## src/logic/debug_port_map.svh

```systemverilog
// Register selection codes, instruction codes and bit positions of the
// two-wire debug port. Definitions only; included by bare name.
`ifndef DEBUG_PORT_MAP_SVH
`define DEBUG_PORT_MAP_SVH

// Selection values written into the target select register
`define SEL_DEVICE_ID   8'h00
`define SEL_REVISION    8'h01
`define SEL_HALT_CTRL   8'h02
`define SEL_PROG_CTRL   8'hDF
`define SEL_PROG_DATA   8'hBF
`define SEL_PROG_STAT   8'hB7
`define SEL_ADDR_HIGH   8'hAF
`define SEL_ADDR_LOW    8'hAE
`define SEL_CHECK_0     8'hA9
`define SEL_CHECK_1     8'hAA
`define SEL_CHECK_2     8'hAB
`define SEL_CHECK_3     8'hAC

// Two-bit instruction codes of a frame (bit 0 sent first)
`define INS_DATA_RD     2'h0
`define INS_ADDR_RD     2'h1
`define INS_DATA_WR     2'h2
`define INS_ADDR_WR     2'h3

// Field positions
`define BUSY_BIT        7
`define WR_LOCKED_BIT   7
`define RD_LOCKED_BIT   6
`define ERROR_BIT       0
`define HALT_BIT        0
`define PROG_EN_BIT     0

// Reset value and frame counts
`define RST_BYTE        8'h00
`define CNT_INS_LAST    3'h1
`define CNT_BYTE_LAST   3'h7
`define CNT_ZERO        3'h0

`endif

```

## src/logic/debug_port_pkg.sv

```systemverilog
// Types shared by the two-wire debug port logic.
// Assumes debug_port_map.svh supplies all numeric constants.
package debug_port_pkg;

  // Frame state, one-hot
  typedef enum logic [3:0] {
    ST_IDLE  = 4'h1,
    ST_INSTR = 4'h2,
    ST_WDATA = 4'h4,
    ST_RDATA = 4'h8
  } frame_state_t;

endpackage

```

## src/logic/two_wire_debug_register_select.sv

```systemverilog
// Device end of the two-pin debug and programming port: frame decoder,
// target select register, debug registers and programming sequencer.
// Assumes the adapter clock and data pins are asynchronous to i_mclk and
// that the adapter clock half period spans at least four i_mclk cycles.
`timescale 1ns/1ps
`include "debug_port_map.svh"

module two_wire_debug_register_select #(
  parameter logic [7:0] DEVICE_ID   = 8'h5A,  // Arbitrary neutral value
  parameter logic [7:0] REVISION_ID = 8'h00   // Arbitrary neutral value
) (
  input  wire logic        i_mclk,
  input  wire logic        i_rst_n,
  input  wire logic        i_debug_clock_line,  // Adapter clock pin
  input  wire logic        i_debug_data_line,   // Data pin, input side
  output logic             o_debug_data_line,   // Data pin, output side
  output logic             o_debug_data_oe,     // High while device drives
  output logic             o_cpu_halt,          // Halt request to core
  output logic             o_mem_req,           // Programming op pending
  output logic             o_mem_we,            // Op is a write
  output logic [15:0]      o_mem_addr,          // Programming address
  output logic [7:0]       o_mem_wdata,         // Byte to program
  input  wire logic        i_mem_ack,           // Op finished, one pulse
  input  wire logic [7:0]  i_mem_rdata,         // Byte read, valid on ack
  input  wire logic        i_wr_locked,         // Current address write-locked
  input  wire logic        i_rd_locked          // Current address read-locked
);
  import debug_port_pkg::*;

  //////////////////////////////////////////////////////////////////////////
  // Pin synchronisers
  logic       ck_s1_reg;    // First stage, read only by ck_s2_reg
  logic       ck_s2_reg;    // Settled clock level
  logic       ck_s3_reg;    // Delayed copy for edge finding
  logic       dt_s1_reg;    // First stage, read only by dt_s2_reg
  logic       dt_s2_reg;    // Settled data level

  // Both pins share the same delay so data stays aligned to its edge
  always_ff @(posedge i_mclk or negedge i_rst_n) begin
    if (!i_rst_n) begin
      ck_s1_reg <= 1'b0;
      ck_s2_reg <= 1'b0;
      ck_s3_reg <= 1'b0;
      dt_s1_reg <= 1'b1;
      dt_s2_reg <= 1'b1;
    end else begin
      ck_s1_reg <= i_debug_clock_line;
      ck_s2_reg <= ck_s1_reg;
      ck_s3_reg <= ck_s2_reg;
      dt_s1_reg <= i_debug_data_line;
      dt_s2_reg <= dt_s1_reg;
    end
  end

  //////////////////////////////////////////////////////////////////////////
  // Storage
  frame_state_t state_reg;        // Frame position
  frame_state_t state_next;
  logic [2:0]   cnt_reg;          // Bit counter within a field
  logic [2:0]   cnt_next;
  logic         ins0_reg;         // First instruction bit
  logic [7:0]   shift_reg;        // Serial shifter, both directions
  logic [7:0]   shift_next;
  logic [7:0]   select_reg;       // Target select register
  logic [7:0]   halt_reg;         // Halt control register
  logic [7:0]   prog_ctrl_reg;    // Programming control register
  logic [7:0]   prog_data_reg;    // Programming data register
  logic [7:0]   addr_hi_reg;      // Programming address high byte
  logic [7:0]   addr_lo_reg;      // Programming address low byte
  logic [7:0]   check_reg [4];    // Check bytes zero to three
  logic         busy_reg;         // Programming op in progress
  logic         we_reg;           // Pending op is a write
  logic         error_reg;        // Last op refused: address locked, core not halted or writes not enabled

  //////////////////////////////////////////////////////////////////////////
  // Decoding
  wire       ck_rise   = ck_s2_reg & ~ck_s3_reg;              // Sampling edge
  wire [1:0] ins_now   = {dt_s2_reg, ins0_reg};               // Full instruction
  wire [7:0] wr_byte   = {dt_s2_reg, shift_reg[7:1]};         // Last bit arriving
  wire       last_ins  = (state_reg == ST_INSTR) && ck_rise && (cnt_reg == `CNT_INS_LAST);
  wire       last_wbit = (state_reg == ST_WDATA) && ck_rise && (cnt_reg == `CNT_BYTE_LAST);
  wire       rd_fire   = last_ins && !ins_now[1];             // Read begins
  wire       wr_data   = last_wbit && (ins0_reg == 1'b0);     // Data write done
  wire       wr_addr   = last_wbit && (ins0_reg == 1'b1);     // Select write done
  wire       rd_data   = rd_fire && (ins_now == `INS_DATA_RD);
  wire       sel_pdata = (select_reg == `SEL_PROG_DATA);

  // Status of the address under the programming address
  wire [7:0] prog_status = {i_wr_locked, i_rd_locked, 5'h00, error_reg};
  wire [7:0] busy_status = {busy_reg, 7'h00};

  // Data read selection; unknown selections read zero
  logic [7:0] data_mux;
  always_comb begin
    unique case (select_reg)
      `SEL_DEVICE_ID: data_mux = DEVICE_ID;
      `SEL_REVISION:  data_mux = REVISION_ID;
      `SEL_HALT_CTRL: data_mux = halt_reg;
      `SEL_PROG_CTRL: data_mux = prog_ctrl_reg;
      `SEL_PROG_DATA: data_mux = prog_data_reg;
      `SEL_PROG_STAT: data_mux = prog_status;
      `SEL_ADDR_HIGH: data_mux = addr_hi_reg;
      `SEL_ADDR_LOW:  data_mux = addr_lo_reg;
      `SEL_CHECK_0:   data_mux = check_reg[0];
      `SEL_CHECK_1:   data_mux = check_reg[1];
      `SEL_CHECK_2:   data_mux = check_reg[2];
      `SEL_CHECK_3:   data_mux = check_reg[3];
      default:        data_mux = `RST_BYTE;
    endcase
  end

  // Select register reads give status, never the stored selection
  wire [7:0] rd_value = ins_now[0] ? busy_status : data_mux;

  //////////////////////////////////////////////////////////////////////////
  // Frame decoder: start bit, two instruction bits, eight data bits
  always_comb begin
    state_next = state_reg;
    cnt_next   = cnt_reg;
    shift_next = shift_reg;
    if (ck_rise) begin
      unique case (state_reg)
        ST_IDLE: begin
          // A low data line at a rising edge opens a frame
          if (!dt_s2_reg) begin
            state_next = ST_INSTR;
            cnt_next   = `CNT_ZERO;
          end
        end
        ST_INSTR: begin
          cnt_next = cnt_reg + 3'h1;
          if (cnt_reg == `CNT_INS_LAST) begin
            cnt_next   = `CNT_ZERO;
            state_next = ins_now[1] ? ST_WDATA : ST_RDATA;
            if (!ins_now[1]) begin
              shift_next = rd_value;
            end
          end
        end
        ST_WDATA: begin
          shift_next = wr_byte;
          cnt_next   = cnt_reg + 3'h1;
          if (cnt_reg == `CNT_BYTE_LAST) begin
            state_next = ST_IDLE;
          end
        end
        ST_RDATA: begin
          shift_next = {1'b0, shift_reg[7:1]};
          cnt_next   = cnt_reg + 3'h1;
          if (cnt_reg == `CNT_BYTE_LAST) begin
            state_next = ST_IDLE;
          end
        end
      endcase
    end
  end

  // Frame registers and the shared data pin
  always_ff @(posedge i_mclk or negedge i_rst_n) begin
    if (!i_rst_n) begin
      state_reg         <= ST_IDLE;
      cnt_reg           <= `CNT_ZERO;
      shift_reg         <= `RST_BYTE;
      ins0_reg          <= 1'b0;
      o_debug_data_line <= 1'b0;
      o_debug_data_oe   <= 1'b0;
    end else begin
      state_reg <= state_next;
      cnt_reg   <= cnt_next;
      shift_reg <= shift_next;
      if (ck_rise && (state_reg == ST_INSTR) && (cnt_reg == `CNT_ZERO)) begin
        ins0_reg <= dt_s2_reg;
      end
      // Drive only during the read byte; released after its last edge
      o_debug_data_oe   <= (state_next == ST_RDATA);
      o_debug_data_line <= shift_next[0];
    end
  end

  //////////////////////////////////////////////////////////////////////////
  // Register writes and the programming sequencer
  wire start_wr = wr_data && sel_pdata && !busy_reg;
  wire start_rd = rd_data && sel_pdata && !busy_reg;
  // Ops need the core halted; writes also need programming enabled
  wire wr_ok    = !i_wr_locked && halt_reg[`HALT_BIT] && prog_ctrl_reg[`PROG_EN_BIT];
  wire rd_ok    = !i_rd_locked && halt_reg[`HALT_BIT];

  always_ff @(posedge i_mclk or negedge i_rst_n) begin
    if (!i_rst_n) begin
      select_reg    <= `RST_BYTE;
      halt_reg      <= `RST_BYTE;
      prog_ctrl_reg <= `RST_BYTE;
      prog_data_reg <= `RST_BYTE;
      addr_hi_reg   <= `RST_BYTE;
      addr_lo_reg   <= `RST_BYTE;
      check_reg     <= '{default: `RST_BYTE};
      busy_reg      <= 1'b0;
      we_reg        <= 1'b0;
      error_reg     <= 1'b0;
    end else begin
      if (wr_addr) begin
        select_reg <= wr_byte;
      end
      // Data writes land where the selection points; others fall away
      if (wr_data) begin
        unique case (select_reg)
          `SEL_HALT_CTRL: halt_reg      <= wr_byte;
          `SEL_PROG_CTRL: prog_ctrl_reg <= wr_byte;
          `SEL_ADDR_HIGH: addr_hi_reg   <= wr_byte;
          `SEL_ADDR_LOW:  addr_lo_reg   <= wr_byte;
          `SEL_CHECK_0:   check_reg[0]  <= wr_byte;
          `SEL_CHECK_1:   check_reg[1]  <= wr_byte;
          `SEL_CHECK_2:   check_reg[2]  <= wr_byte;
          `SEL_CHECK_3:   check_reg[3]  <= wr_byte;
          default: ;
        endcase
      end
      // Data byte is frozen while an op runs so the write stays intact
      if (start_wr) begin
        prog_data_reg <= wr_byte;
        busy_reg      <= wr_ok;
        we_reg        <= 1'b1;
        error_reg     <= !wr_ok;
      end else if (start_rd) begin
        busy_reg  <= rd_ok;
        we_reg    <= 1'b0;
        error_reg <= !rd_ok;
      end else if (busy_reg && i_mem_ack) begin
        busy_reg <= 1'b0;
        if (!we_reg) begin
          prog_data_reg <= i_mem_rdata;
        end
      end
    end
  end

  // Outputs come straight from the registers above
  assign o_cpu_halt  = halt_reg[`HALT_BIT];
  assign o_mem_req   = busy_reg;
  assign o_mem_we    = we_reg;
  assign o_mem_addr  = {addr_hi_reg, addr_lo_reg};
  assign o_mem_wdata = prog_data_reg;
endmodule

```

## config.mk

```make
export PLATFORM = sky130hd
export DESIGN_NAME = two_wire_debug_register_select
export DESIGN_NICKNAME = d
export VERILOG_FILES = /design/src/logic/debug_port_pkg.sv /design/src/logic/two_wire_debug_register_select.sv
export VERILOG_INCLUDE_DIRS = /design/src /design/src/logic
export SDC_FILE = /design/constraint.sdc
export NUM_CORES = 1
export LEC_CHECK = 0
export ABC_AREA = 1
export ABC_CLOCK_PERIOD_IN_PS = 2190
export BUFFER_PORTS_ARGS = -buffer_cell sky130_fd_sc_hd__buf_2
export CORE_MARGIN = 4
export CORE_UTILIZATION = 50
export CTS_CLUSTER_SIZE = 16
export DETAILED_ROUTE_END_ITERATION = 8
export PLACE_DENSITY = 0.74
export SLEW_MARGIN = 5
export SYNTH_ARGS = -nofsm -noshare
export SYNTH_HDL_FRONTEND = slang
export SYNTH_SLANG_ARGS = --single-unit
export TNS_END_PERCENT = 20
```

## constraint.sdc

```tcl
create_clock -name i_mclk -period 2.19 [get_ports i_mclk]
set_clock_uncertainty 0.05 [all_clocks]
set_input_delay 0 -clock i_mclk [delete_from_list [all_inputs] [get_ports i_mclk]]
set_output_delay 0 -clock i_mclk [all_outputs]
set_load 0.1 [all_outputs]
```

; Yosys cells after proc, flatten, opt, wreduce, memory -nomap -nowiden
; Index checks and enable logic that the tools add are counted.
[classes]
muxes = 25
n_reduce_logical = 42
n_eq_ne = 22
bitwise = 3
addsub = 1
[ops]
columns = op, n
row1 = $pmux W8 S11, 1
row2 = $eq A8 B8 Y1 const B, 9
row3 = $mux W8, 7
row4 = $pmux W8 S3, 1
row5 = $mux W4, 5
row6 = $reduce_and A2 Y1, 9
row7 = $logic_and A1 B1 Y1, 17
row8 = $pmux W4 S3, 1
row9 = $pmux W3 S3, 1
row10 = $eq A4 B4 Y1 const B, 2
row11 = $eq A8 B2 Y1 const B, 1
row12 = $logic_not A8 Y1, 1
row13 = $ne A2 B2 Y1 const B, 4
row14 = $mux W1, 7
row15 = $logic_not A1 Y1, 6
row16 = $mux W3, 2
row17 = $reduce_bool A3 Y1, 2
row18 = $eq A4 B1 Y1 const B, 1
row19 = $eq A4 B2 Y1 const B, 1
row20 = $eq A4 B3 Y1 const B, 1
row21 = $reduce_and A4 Y1, 1
row22 = $reduce_bool A2 Y1, 2
row23 = $add A3 B1 Y3 const B, 1
row24 = $eq A3 B1 Y1 const B, 1
row25 = 8 further kinds, 9
[totals]
input_bits = 15
word_cells = 117
regBits = 105

; Longest topological paths before layout
; Gate-level depths: netlist (run 1).
[logic_depth]
depth_word = 10
ltp_mapped = 13
depth_no_buf = 13

; Worst setup path after synthesis (run 1)
; Ideal clock, no wire load.
[synth_timing]
path_kind = reg2reg
startpoint = register busy_reg (netlist: o_mem_req)
endpoint = register prog_data_reg[1] (netlist: o_mem_wdata[1])
required_ps = 2009
n_path_buf = 0
slack_ps = 184
t_arrival_ps = 1825
path_stages_with_launch = 6
cell_sequence = dfrtp_1 inv_1 nor3_2 nor2_4 inv_2 o21ai_0
[synth_via]
elab_chain_len = 4
word_cells_on_any_way = 9
[synth_lines]
columns = element, line
row1 = "start, declared", two_wire_debug_register_select.sv:71  ; logic busy_reg;
row2 = "start signal, assigned", two_wire_debug_register_select.sv:221  ; busy_reg <= wr_ok;
row3 = "start signal, assigned", two_wire_debug_register_select.sv:225  ; busy_reg <= rd_ok;
row4 = $logic_not A1 Y1, "two_wire_debug_register_select.sv:182, two_wire_debug_register_select.sv:183"
row5 = "$logic_and A1 B1 Y1, on equally long branches", "two_wire_debug_register_select.sv:182, two_wire_debug_register_select.sv:183"
row6 = $ne A2 B2 Y1 (no source line) (tied with other cells), n/a
row7 = $reduce_and A3 Y1 (no source line), n/a
row8 = "end signal, assigned", two_wire_debug_register_select.sv:193  ; prog_data_reg <= `RST_BYTE;
row9 = "end signal, assigned", two_wire_debug_register_select.sv:220  ; prog_data_reg <= wr_byte;
row10 = "end signal, assigned", two_wire_debug_register_select.sv:231  ; prog_data_reg <= i_mem_rdata;
row11 = "end, declared", two_wire_debug_register_select.sv:67  ; logic [7:0] prog_data_reg;
; Parallel ways exist; a longest one is shown, timed or not.
; A chain may end at the register's enable or synchronous reset.

; Worst setup path after layout (run 1)
[layout_timing]
startpoint = register state_reg[0]
endpoint = register shift_reg[3]
[layout_via]
elab_chain_len = 3
word_cells_on_any_way = 8
[layout_lines]
columns = element, line
row1 = "start, declared", two_wire_debug_register_select.sv:57  ; frame_state_t state_reg;
row2 = "start signal, assigned", two_wire_debug_register_select.sv:168  ; state_reg <= state_next;
row3 = $eq A4 B2 Y1 (tied with other cells), two_wire_debug_register_select.sv:122  ; unique case (state_reg)
row4 = $ne A2 B2 Y1 (no source line) or $reduce_bool A3 Y1 (tied branches), n/a
row5 = $reduce_and A4 Y1 (no source line), n/a
row6 = "end signal, assigned", two_wire_debug_register_select.sv:163  ; shift_reg <= `RST_BYTE;
row7 = "end signal, assigned", two_wire_debug_register_select.sv:170  ; shift_reg <= shift_next;
row8 = "end, declared", two_wire_debug_register_select.sv:62  ; logic [7:0] shift_reg;
; Parallel ways exist; a longest one is shown, timed or not.

==> key figures, run 1 <==
Outcome
  – Status: complete, no violations

Cells and area
  – # fillers: 893
  – Layout net count: 720
  – Layout cells sized above 1: 0.1572
  – Register area: 0.002631 mm²
  – Footprint of the multi-input gates: 0.002365 mm²
  – Diodes inserted: 0
  – Post-route cell area: 0.006095 mm²
  – Max reg flops: 32
  – Layout area overhead: 12.60%

STA
  – Slew headroom: 0.5617
  – Final Cycle Share: 0.8786
  – RSZ-0062 raised after global routing: false
  – Fmax achieved: 519.7 MHz
  – Post-route setup slack: 0.2659 ns
  – Hold slack: 0.09163 ns
  – Setup TNS: 0 ns
  – Final Hold Viols: 0
  – Tmin final: 1.924 ns
  – Slew @ Worst Pin: 0.6539 ns
  – Final setup viols: 0
  – Slew Viols, Final: 0

Pwr
  – VDD IR-drop max: 0.0005177 V
  – Psw: 1.840 mW
  – PD cells: 858.4 mW/mm²
  – Seq pwr share: 0.423
  – Comb power frac: 0.253
  – Pint: 3.392 mW
  – Leakage: 3.071 nW
  – Clock Power Share: 0.324
  – Net switching fraction of the power: 0.3517

Yosys
  – Synth cell types: 34
  – Cell Area, Synth: 0.005413 mm²
  – Ys Warns: 0
  – Net Count, Synth: 673
  – Syn_area_per_cell: 8.276 µm²
  – Yosys top cell area share: 0.4716
  – Async set-reset flop share out of synthesis: 1.000
  – Ys flop type: dfrtp_1
  – Sequential area share after synthesis: 0.4861
  – Post-synth top area cell: dfrtp_1
  – #FFs+latches synth: 105
  – Synth area leaders: dfrtp_1, nand2_1, nand3_1, o21ai_0, o21ai_1
  – Leading cell type by number of instances after synthesis: nand2_1
  – Top cells by count, synth: nand2_1, dfrtp_1, nand3_1
  – Post-synth EDFFs: 0
  – Cells after Synth: 654

GRT
  – GRT Overall Usage: 0.2314
  – First-pass GRT wire length: 23.05 mm
  – Global route overflow: 0
  – Initial antenna violation count: 0
  – Vias in the first global route: 4,455
  – Pin count of the biggest net entering global routing: 63

Clock network
  – Total CTS buffers: 9
  – CTS Root Cell: clkbuf_8
  – # H-tree levels: 3
  – Post-CTS sizing: 0
  – CTS Hold Bufs: 14
  – CTS tree: yes
  – Postcts setup bufs: 0
  – Clk_lat worst skew: 0.39 ns
  – Clock transition at path regs: 0.10 ns
  – Worst-case clock buffer depth: 2
  – # clock sinks: 105

Placed design
  – Number of buffers added on ports: 43
  – Dpl ws: 0.3083 ns
  – Placed cell area: 0.005663 mm²
  – DP HPWL: 9.601 mm
  – GP Congestion: 0.9103

Route
  – Pre-Repair DR Iteration Count: 5
  – Detailed-route wire length: 14.17 mm
  – Vias/cell: 5.614
  – Drt initial violations: 592
  – Per-cell routed wire length: 16.82 µm
  – Drt drc: 0
  – Via count: 4,727
  – Antenna violation net count after detailed routing: 0

Setup path
  – CP max-delay cell: dfstp_2
  – CP delay by family, top: simple AND/OR/NAND/NOR gates
  – CP Cell Sequence: nor2_2 -> nand2_1 -> nand2_1 -> inv_2 -> nand2_2 -> o2111ai_4 -> nand2_1 -> a21boi_1
  – CP most frequent cell: nand2_1
  – Crit Path Max Fanout: 19
  – Buf/Inv on CP: 1
  – Crit path DAT: 2.16 ns
  – Crit start category: register
  – Critical Path RT: 2.42 ns
  – Crit Path Category: reg -> reg
  – CP peak stage delay: 0.56 ns
  – CP Capture Type: register

Floorplan
  – Chip Width: 112.0 µm
  – Starting density of the core: 0.5196
  – Die area: 0.01255 mm²
  – I/O pin count: 44
  – Site Rows: 37
  – CORE AREA: 0.01042 mm²
  – Die height: 112.0 µm

Run
  – MaxCap Viol Count: 0

Hold path
  – Hold/Removal Path Class: in -> async
through the flow:
stage          instances    util  power, mW
6_report             842  0.5851      5.231
3_3_place_gp         812  0.5437      3.501
4_1_cts              842  0.5851      5.223
5_1_grt              842  0.5851      5.451
2_1_floorplan        654       -      3.146
3_5_place_dp         812  0.5437      3.523
final timing paths:
path                       cells after the start      endpoint              start  slack, ns
setup reg to reg                               8  shift_reg[3]       state_reg[0]       0.27
setup / recovery                               8  shift_reg[3]       state_reg[0]       0.27
max in group asynchronous                      3  state_reg[0]            i_rst_n       1.22
min in group i_mclk                            2     dt_s1_reg  i_debug_data_line       0.20
hold / removal                                 2  check_reg[2]            i_rst_n       0.09
hold reg to reg                                0     dt_s2_reg          dt_s1_reg       0.32
routing by layer:
| layer | GRT usage | wire length, µm |
|---|---|---|
| met1 | 0.3178 | 5930 |
| met2 | 0.3641 | 6680 |
| met5 | 0 | 0 |
| met3 | 0.03450 | 1073 |
| met4 | 0.1074 | 483 |
power groups by stage:
stage          clock network [mW]  registers, mW  logic (mW)
3_5_place_dp                    0           2.24        1.28
2_1_floorplan                   0           2.45       0.694
4_1_cts                      1.71           2.21        1.31
6_report                     1.69           2.21        1.33
3_3_place_gp                    0           2.24        1.26
5_1_grt                      1.78           2.23        1.44
area by class of cell:
class | count | area share
clock buffers | 11 | 0.02320
clock inverters | 5 | 0.02464
inverters | 53 | 0.03428
multi-input cells | 469 | 0.3880
flip-flops and latches | 105 | 0.4317
well taps | 136 | 0.02792
repair buffers | 63 | 0.07021
logic make-up (layout without fill, tap and decap cells):
logic type               count (synthesis)  count (layout)  synth area share
flip-flops                             105             105            0.4861
buffers and inverters                   80             132           0.07698
AO/OA/AOI/OAI                          108             108            0.1105
AND/OR/NAND/NOR                        357             357            0.3172
adder cells (fa/ha/maj)                  4               4          0.009247
cells in the final DEF (no fill, tap or decap), drive strengths merged:
cell,synthesis,routed
nand2,180,180
nand3,106,106
dfrtp,102,102
o21ai,85,85
nor2,65,65
inv,52,52
buf,18,49
dlygate4sd3,0,14
clkbuf,9,11
a22oi,8,8
a21oi,7,7
bufinv,0,5
a21boi,4,4
ha,4,4
dfstp,3,3
or2,3,3
nand4,2,2
o31ai,1,1
nor3,1,1
clkinv,1,1
a31oi,1,1
o2111ai,1,1
o211ai,1,1
(Power assumes the default switching activity.)
==> run 2: changes to the inputs <==
- PLACE_DENSITY: 0.74 -> 0.68
==> run 2 against run 1 <==
First-iteration DRC count shrank 15%. Power shrank 4.4%. Sequential power is essentially flat. Setup slack gained 0.058 ns. Non-clock buffer count grew 4. Via count shrank 1.4%. Routed wire length shrank 0.37%. Largest cell class unchanged.
==> key figures, run 2 (synthesized netlist as in run 1, its figures left out) <==
Clock network
  – # H-tree levels: 3
  – CTS Root Cell: clkbuf_8
  – Clk_lat worst skew: 0.38 ns
  – # clock sinks: 105
  – CTS tree: yes
  – Worst-case clock buffer depth: 2
  – Post-CTS sizing: 0
  – Clock transition at path regs: 0.10 ns
  – Total CTS buffers: 9

Setup path
  – CP Capture Type: register
  – Crit start category: register
  – Crit path DAT: 2.10 ns
  – R2R Path End: o_mem_req
  – CP most frequent cell: nand2_1
  – Worst r2r src: cnt_reg[0]
  – Crit Path Category: reg -> reg
  – Worst R2R Setup Slack: 0.32 ns
  – Crit Path Max Fanout: 10
  – Reg2Reg Depth: 13
  – Critical Path RT: 2.43 ns
  – Worst Setup SP: cnt_reg[0]
  – CP max-delay cell: dfrtp_1
  – CP Cell Sequence: ha_1 -> ha_1 -> nand2_1 -> nor2_2 -> nand2_2 -> inv_6 -> nand2_4 -> clkinv_4 -> o21ai_1 -> nand2_1 -> nand2_1 -> nand2_1 -> inv_1
  – CP peak stage delay: 0.39 ns

Floorplan
  – Die height: 112.0 µm
  – Starting density of the core: 0.5196
  – Chip Width: 112.0 µm
  – Die area: 0.01255 mm²
  – Site Rows: 37
  – CORE AREA: 0.01042 mm²
  – I/O pin count: 44

Run
  – MaxCap Viol Count: 0

STA
  – Final setup viols: 0
  – Slew @ Worst Pin: 0.6693 ns
  – Final Hold Viols: 0
  – Tmin final: 1.866 ns
  – Setup TNS: 0 ns
  – Slew Viols, Final: 0
  – Fmax achieved: 535.9 MHz
  – Hold slack: 0.09575 ns
  – Slew headroom: 0.5514
  – Final Cycle Share: 0.8520
  – RSZ-0062 raised after global routing: false

Cells and area
  – Layout net count: 724
  – Max reg flops: 32
  – Layout area overhead: 12.04%
  – Most common cell after layout, fill and taps aside: nand2_1
  – Most frequent cells in the layout: nand2_1, dfrtp_1, nand3_1, nor2_1
  – Layout cells sized above 1: 0.1620
  – # fillers: 915
  – Diodes inserted: 0
  – Post-route cell area: 0.006065 mm²

GRT
  – First-pass GRT wire length: 23.60 mm
  – Initial antenna violation count: 0
  – Global route overflow: 0
  – GRT Overall Usage: 0.2362
  – Vias in the first global route: 4,469
  – Pin count of the biggest net entering global routing: 47

Route
  – Via count: 4,661
  – Vias/cell: 5.509
  – Detailed-route wire length: 14.11 mm
  – Drt drc: 0
  – Drt initial violations: 506
  – Pre-Repair DR Iteration Count: 7
  – Antenna violation net count after detailed routing: 0
  – Per-cell routed wire length: 16.68 µm

Outcome
  – Status: complete, no violations

Pwr
  – VDD IR-drop max: 0.0004208 V
  – Leakage: 3.063 nW
  – PD cells: 824.3 mW/mm²

Placed design
  – DP HPWL: 9.703 mm
  – Placed cell area: 0.005680 mm²
  – GP Congestion: 0.8729
  – Number of buffers added on ports: 43

Hold path
  – Hold/Removal Path Class: in -> async
## run 2: cell count changes in the layout (fill, tap and decap cells not counted), sizes merged
cell | previous run | this run
clkinv | 1 | 2
clkinvlp | 0 | 1
bufinv | 5 | 3
buf | 49 | 53
## run 2: area by class of cell
cell class / count / area (µm²) / share of cell area
Sequential cell: 105 / 2631 / 0.4339
Timing Repair Buffer: 67 / 445.4 / 0.07345
Inverter: 53 / 209.0 / 0.03445
Multi-Input combinational cell: 469 / 2365 / 0.3899
Tap cell: 136 / 170.2 / 0.02806
Clock buffer: 11 / 141.4 / 0.02331
Clock inverter: 5 / 102.6 / 0.01692
## run 2: worst max path at each step
stage                           to  cells after the start  slack, ns
finish                   o_mem_req                     13       0.32
floorplan           o_mem_wdata[1]                      5       0.18
global placement         o_mem_req                     13       0.42
global route          shift_reg[4]                     10       0.15
detailed placement       o_mem_req                     13       0.34
CTS                      o_mem_req                     13       0.33
## run 2: power breakdown
group	switching [mW]	internal [mW]	leakage [nW]	total, mW
clock network	0.667	0.789	0.120	1.46
registers	0.124	2.09	1.40	2.21
logic	1.04	0.293	1.54	1.33
total	1.83	3.17	3.06	5.00
## run 2: stage by stage
stage | cells | util | power, mW | setup WS [ns]
after floorplan | 654 | - | 3.146 | 0.1843
after global placement | 816 | 0.5453 | 3.515 | 0.4161
after detailed placement | 816 | 0.5453 | 3.536 | 0.3372
after CTS | 846 | 0.5822 | 5.008 | 0.3296
after global routing | 846 | 0.5822 | 5.255 | 0.1528
final | 846 | 0.5822 | 4.999 | 0.3241
## run 2: repair_timing
action / CTS / global route
endpoints found under the hold margin: 93 / 0
hold buffers: 14 / 0
buffers inserted: 0 / 0
## run 2: critical path: cells and delay by family, from the launching register on
family	cells	cell delay (ns)
AOI/OAI and AO/OA	1	0.07
DFF	1	0.39
adders and majority gates	2	0.34
and+or+nand+nor	7	0.61
buffers and inverters	3	0.31
## run 2: layer usage
layer,up-vias,part of all wire,GRT usage
met2,179,0.45,0.3589
met1,2200,0.45,0.3411
li1,2247,-,-
met4,0,0.035,0.1130
met5,-,0,0
met3,35,0.063,0.02480
==> run 3: changes to the inputs <==
--- a/config.mk
+++ b/config.mk
@@ -10,9 +10,11 @@
 export ABC_CLOCK_PERIOD_IN_PS = 2190
 export BUFFER_PORTS_ARGS = -buffer_cell sky130_fd_sc_hd__buf_2
+export CELL_PAD_IN_SITES_DETAIL_PLACEMENT = 2
+export CELL_PAD_IN_SITES_GLOBAL_PLACEMENT = 2
 export CORE_MARGIN = 4
-export CORE_UTILIZATION = 50
+export CORE_UTILIZATION = 36
 export CTS_CLUSTER_SIZE = 16
 export DETAILED_ROUTE_END_ITERATION = 8
-export PLACE_DENSITY = 0.68
+export PLACE_DENSITY_LB_ADDON = 0.1
 export SLEW_MARGIN = 5
 export SYNTH_ARGS = -nofsm -noshare
--- a/constraint.sdc
+++ b/constraint.sdc
@@ -3,3 +3,3 @@
 set_input_delay 0 -clock i_mclk [delete_from_list [all_inputs] [get_ports i_mclk]]
 set_output_delay 0 -clock i_mclk [all_outputs]
-set_load 0.1 [all_outputs]
+set_load 0.01 [all_outputs]
==> run 3 against run 2 <==
Critical path depth unchanged. Die area up 36%. Sequential power about the same. Via count up 2.6%. Fmax down 6.8%. Cell area up 2.9%. Critical path type unchanged. Critical endpoint unchanged. Cell count up 6.1%. Hold slack better by 0.079 ns. Largest power group unchanged. Non-clock buffer count up 4. First-iteration DRC count down 46%. Sequential cell count unchanged.
==> key figures, run 3 (synthesized netlist as in run 1, its figures left out) <==
Pwr
  – Net switching fraction of the power: 0.3584
  – Clock Power Share: 0.330
  – Pint: 3.284 mW
  – Psw: 1.834 mW
  – Leakage: 3.120 nW
  – Comb power frac: 0.235
  – Seq pwr share: 0.435
  – PD cells: 820.3 mW/mm²
  – VDD IR-drop max: 0.0005552 V

Route
  – Wire length on met1: 8.834 mm
  – Detailed-route wire length: 18.91 mm
  – Met3 WL: 599 µm
  – Top Metal Used: met4
  – Antenna violation net count after detailed routing: 0
  – Drt initial violations: 274
  – Drt drc: 0
  – Via count: 4,782
  – Vias/cell: 5.325
  – Per-cell routed wire length: 21.06 µm
  – Met2 WL: 9.257 mm
  – Pre-Repair DR Iteration Count: 4

GRT
  – First-pass GRT wire length: 30.33 mm
  – Pin count of the biggest net entering global routing: 50
  – Initial antenna violation count: 0
  – Global route overflow: 0
  – Vias in the first global route: 5,254
  – GRT Overall Usage: 0.2351

Floorplan
  – Starting density of the core: 0.3696
  – CORE AREA: 0.01464 mm²
  – Die area: 0.01706 mm²
  – Site Rows: 44
  – I/O pin count: 44
  – Die height: 130.6 µm
  – Chip Width: 130.6 µm

STA
  – RSZ-0062 raised after global routing: false
  – Setup TNS: 0 ns
  – Final Hold Viols: 0
  – Final setup viols: 0
  – Slew Viols, Final: 0
  – Final Cycle Share: 0.9142
  – Slew headroom: 0.4803
  – Tmin final: 2.002 ns
  – Slew @ Worst Pin: 0.7753 ns
  – Fmax achieved: 499.5 MHz

Cells and area
  – Max reg flops: 32
  – Diodes inserted: 0
  – Most frequent cells in the layout: nand2_1, dfrtp_1, nand3_1, nor2_1
  – Layout net count: 728
  – Post-Route Utilization: 0.4261
  – Layout area overhead: 15.28%
  – Most common cell after layout, fill and taps aside: nand2_1
  – Layout cells sized above 1: 0.1681
  – # fillers: 1,662

Setup path
  – CP Cell Sequence: ha_1 -> ha_1 -> nand2_1 -> nor2_2 -> nand2_2 -> inv_6 -> nand2_4 -> clkinv_4 -> o21ai_1 -> nand2_1 -> nand2_1 -> nand2_1 -> inv_1
  – Crit Path Category: reg -> reg
  – Critical Path RT: 2.41 ns
  – CP max-delay cell: dfrtp_1
  – CP Capture Type: register
  – CP peak stage delay: 0.39 ns
  – Worst R2R Setup Slack: 0.19 ns
  – Crit start category: register
  – Buf/Inv on CP: 3
  – Crit path DAT: 2.22 ns
  – Crit Path Max Fanout: 10
  – Reg2Reg Depth: 13
  – R2R Path End: o_mem_req
  – CP most frequent cell: nand2_1
  – Worst r2r src: cnt_reg[0]
  – CP delay by family, top: simple AND/OR/NAND/NOR gates

Clock network
  – # clock sinks: 105
  – Clock transition at path regs: 0.08 ns
  – CTS Root Cell: clkbuf_16
  – # H-tree levels: 3
  – Clk_lat worst skew: 0.37 ns
  – Worst-case clock buffer depth: 2
  – CTS tree: yes
  – Total CTS buffers: 9

Outcome
  – Status: complete, no violations

Hold path
  – Hold/Removal Path Class: in -> async

Run
  – MaxCap Viol Count: 0

Placed design
  – Number of buffers added on ports: 43
  – DP HPWL: 13.46 mm
  – GP Congestion: 0.8077
## run 3: stage by stage
step           cells  hold slack [ns]  power, mW  setup WS, ns  area [µm²]
3_3_place_gp     868          0.01942      3.403        0.3565        5796
6_report         898           0.1750      5.119        0.1880        6240
5_1_grt          898           0.2375      5.416       0.01267        6240
2_1_floorplan    654          -0.3456      2.916        0.5156        5413
4_1_cts          898           0.1913      5.194        0.1807        6240
3_5_place_dp     868          0.02118      3.451        0.2150        5796
## run 3: timing repair
action / in CTS / in global routing
buffers inserted: 0 / 0
endpoints found under the hold margin: 56 / 0
resized for setup: 0 / 0
hold buffers: 14 / 0
## run 3: layout make-up
class | count | area (µm²) | area share
clock inverters | 7 | 78.83 | 0.01263
inverters | 53 | 209.0 | 0.03349
repair buffers | 71 | 500.5 | 0.08021
multi-input cells | 469 | 2365 | 0.3790
well taps | 184 | 230.2 | 0.03690
clock buffers | 9 | 225.2 | 0.03609
flip-flops and latches | 105 | 2631 | 0.4217
## run 3: how the worst max path moves through the flow
stage	cells after the start	slack, ns	to	start
2_1_floorplan	11	0.52	o_mem_wdata[1]	cnt_reg[0]
3_3_place_gp	11	0.36	o_mem_wdata[2]	cnt_reg[0]
3_5_place_dp	13	0.21	o_mem_req	cnt_reg[0]
4_1_cts	13	0.18	o_mem_req	cnt_reg[0]
5_1_grt	13	0.01	o_mem_req	cnt_reg[0]
6_report	13	0.19	o_mem_req	cnt_reg[0]
## run 3: per-layer routing
layer	vias up	global-route usage
li1	2248	-
met1	2451	0.3099
met2	68	0.4005
met3	15	0.05163
met4	0	0.04719
met5	-	0
## run 3: power groups by stage
stage          Combinational (mW)  Clock, mW  Sequential (mW)
2_1_floorplan               0.693          0             2.22
3_3_place_gp                 1.15          0             2.25
3_5_place_dp                 1.19          0             2.26
4_1_cts                      1.22       1.74             2.23
5_1_grt                      1.34       1.83             2.25
6_report                     1.20       1.69             2.23
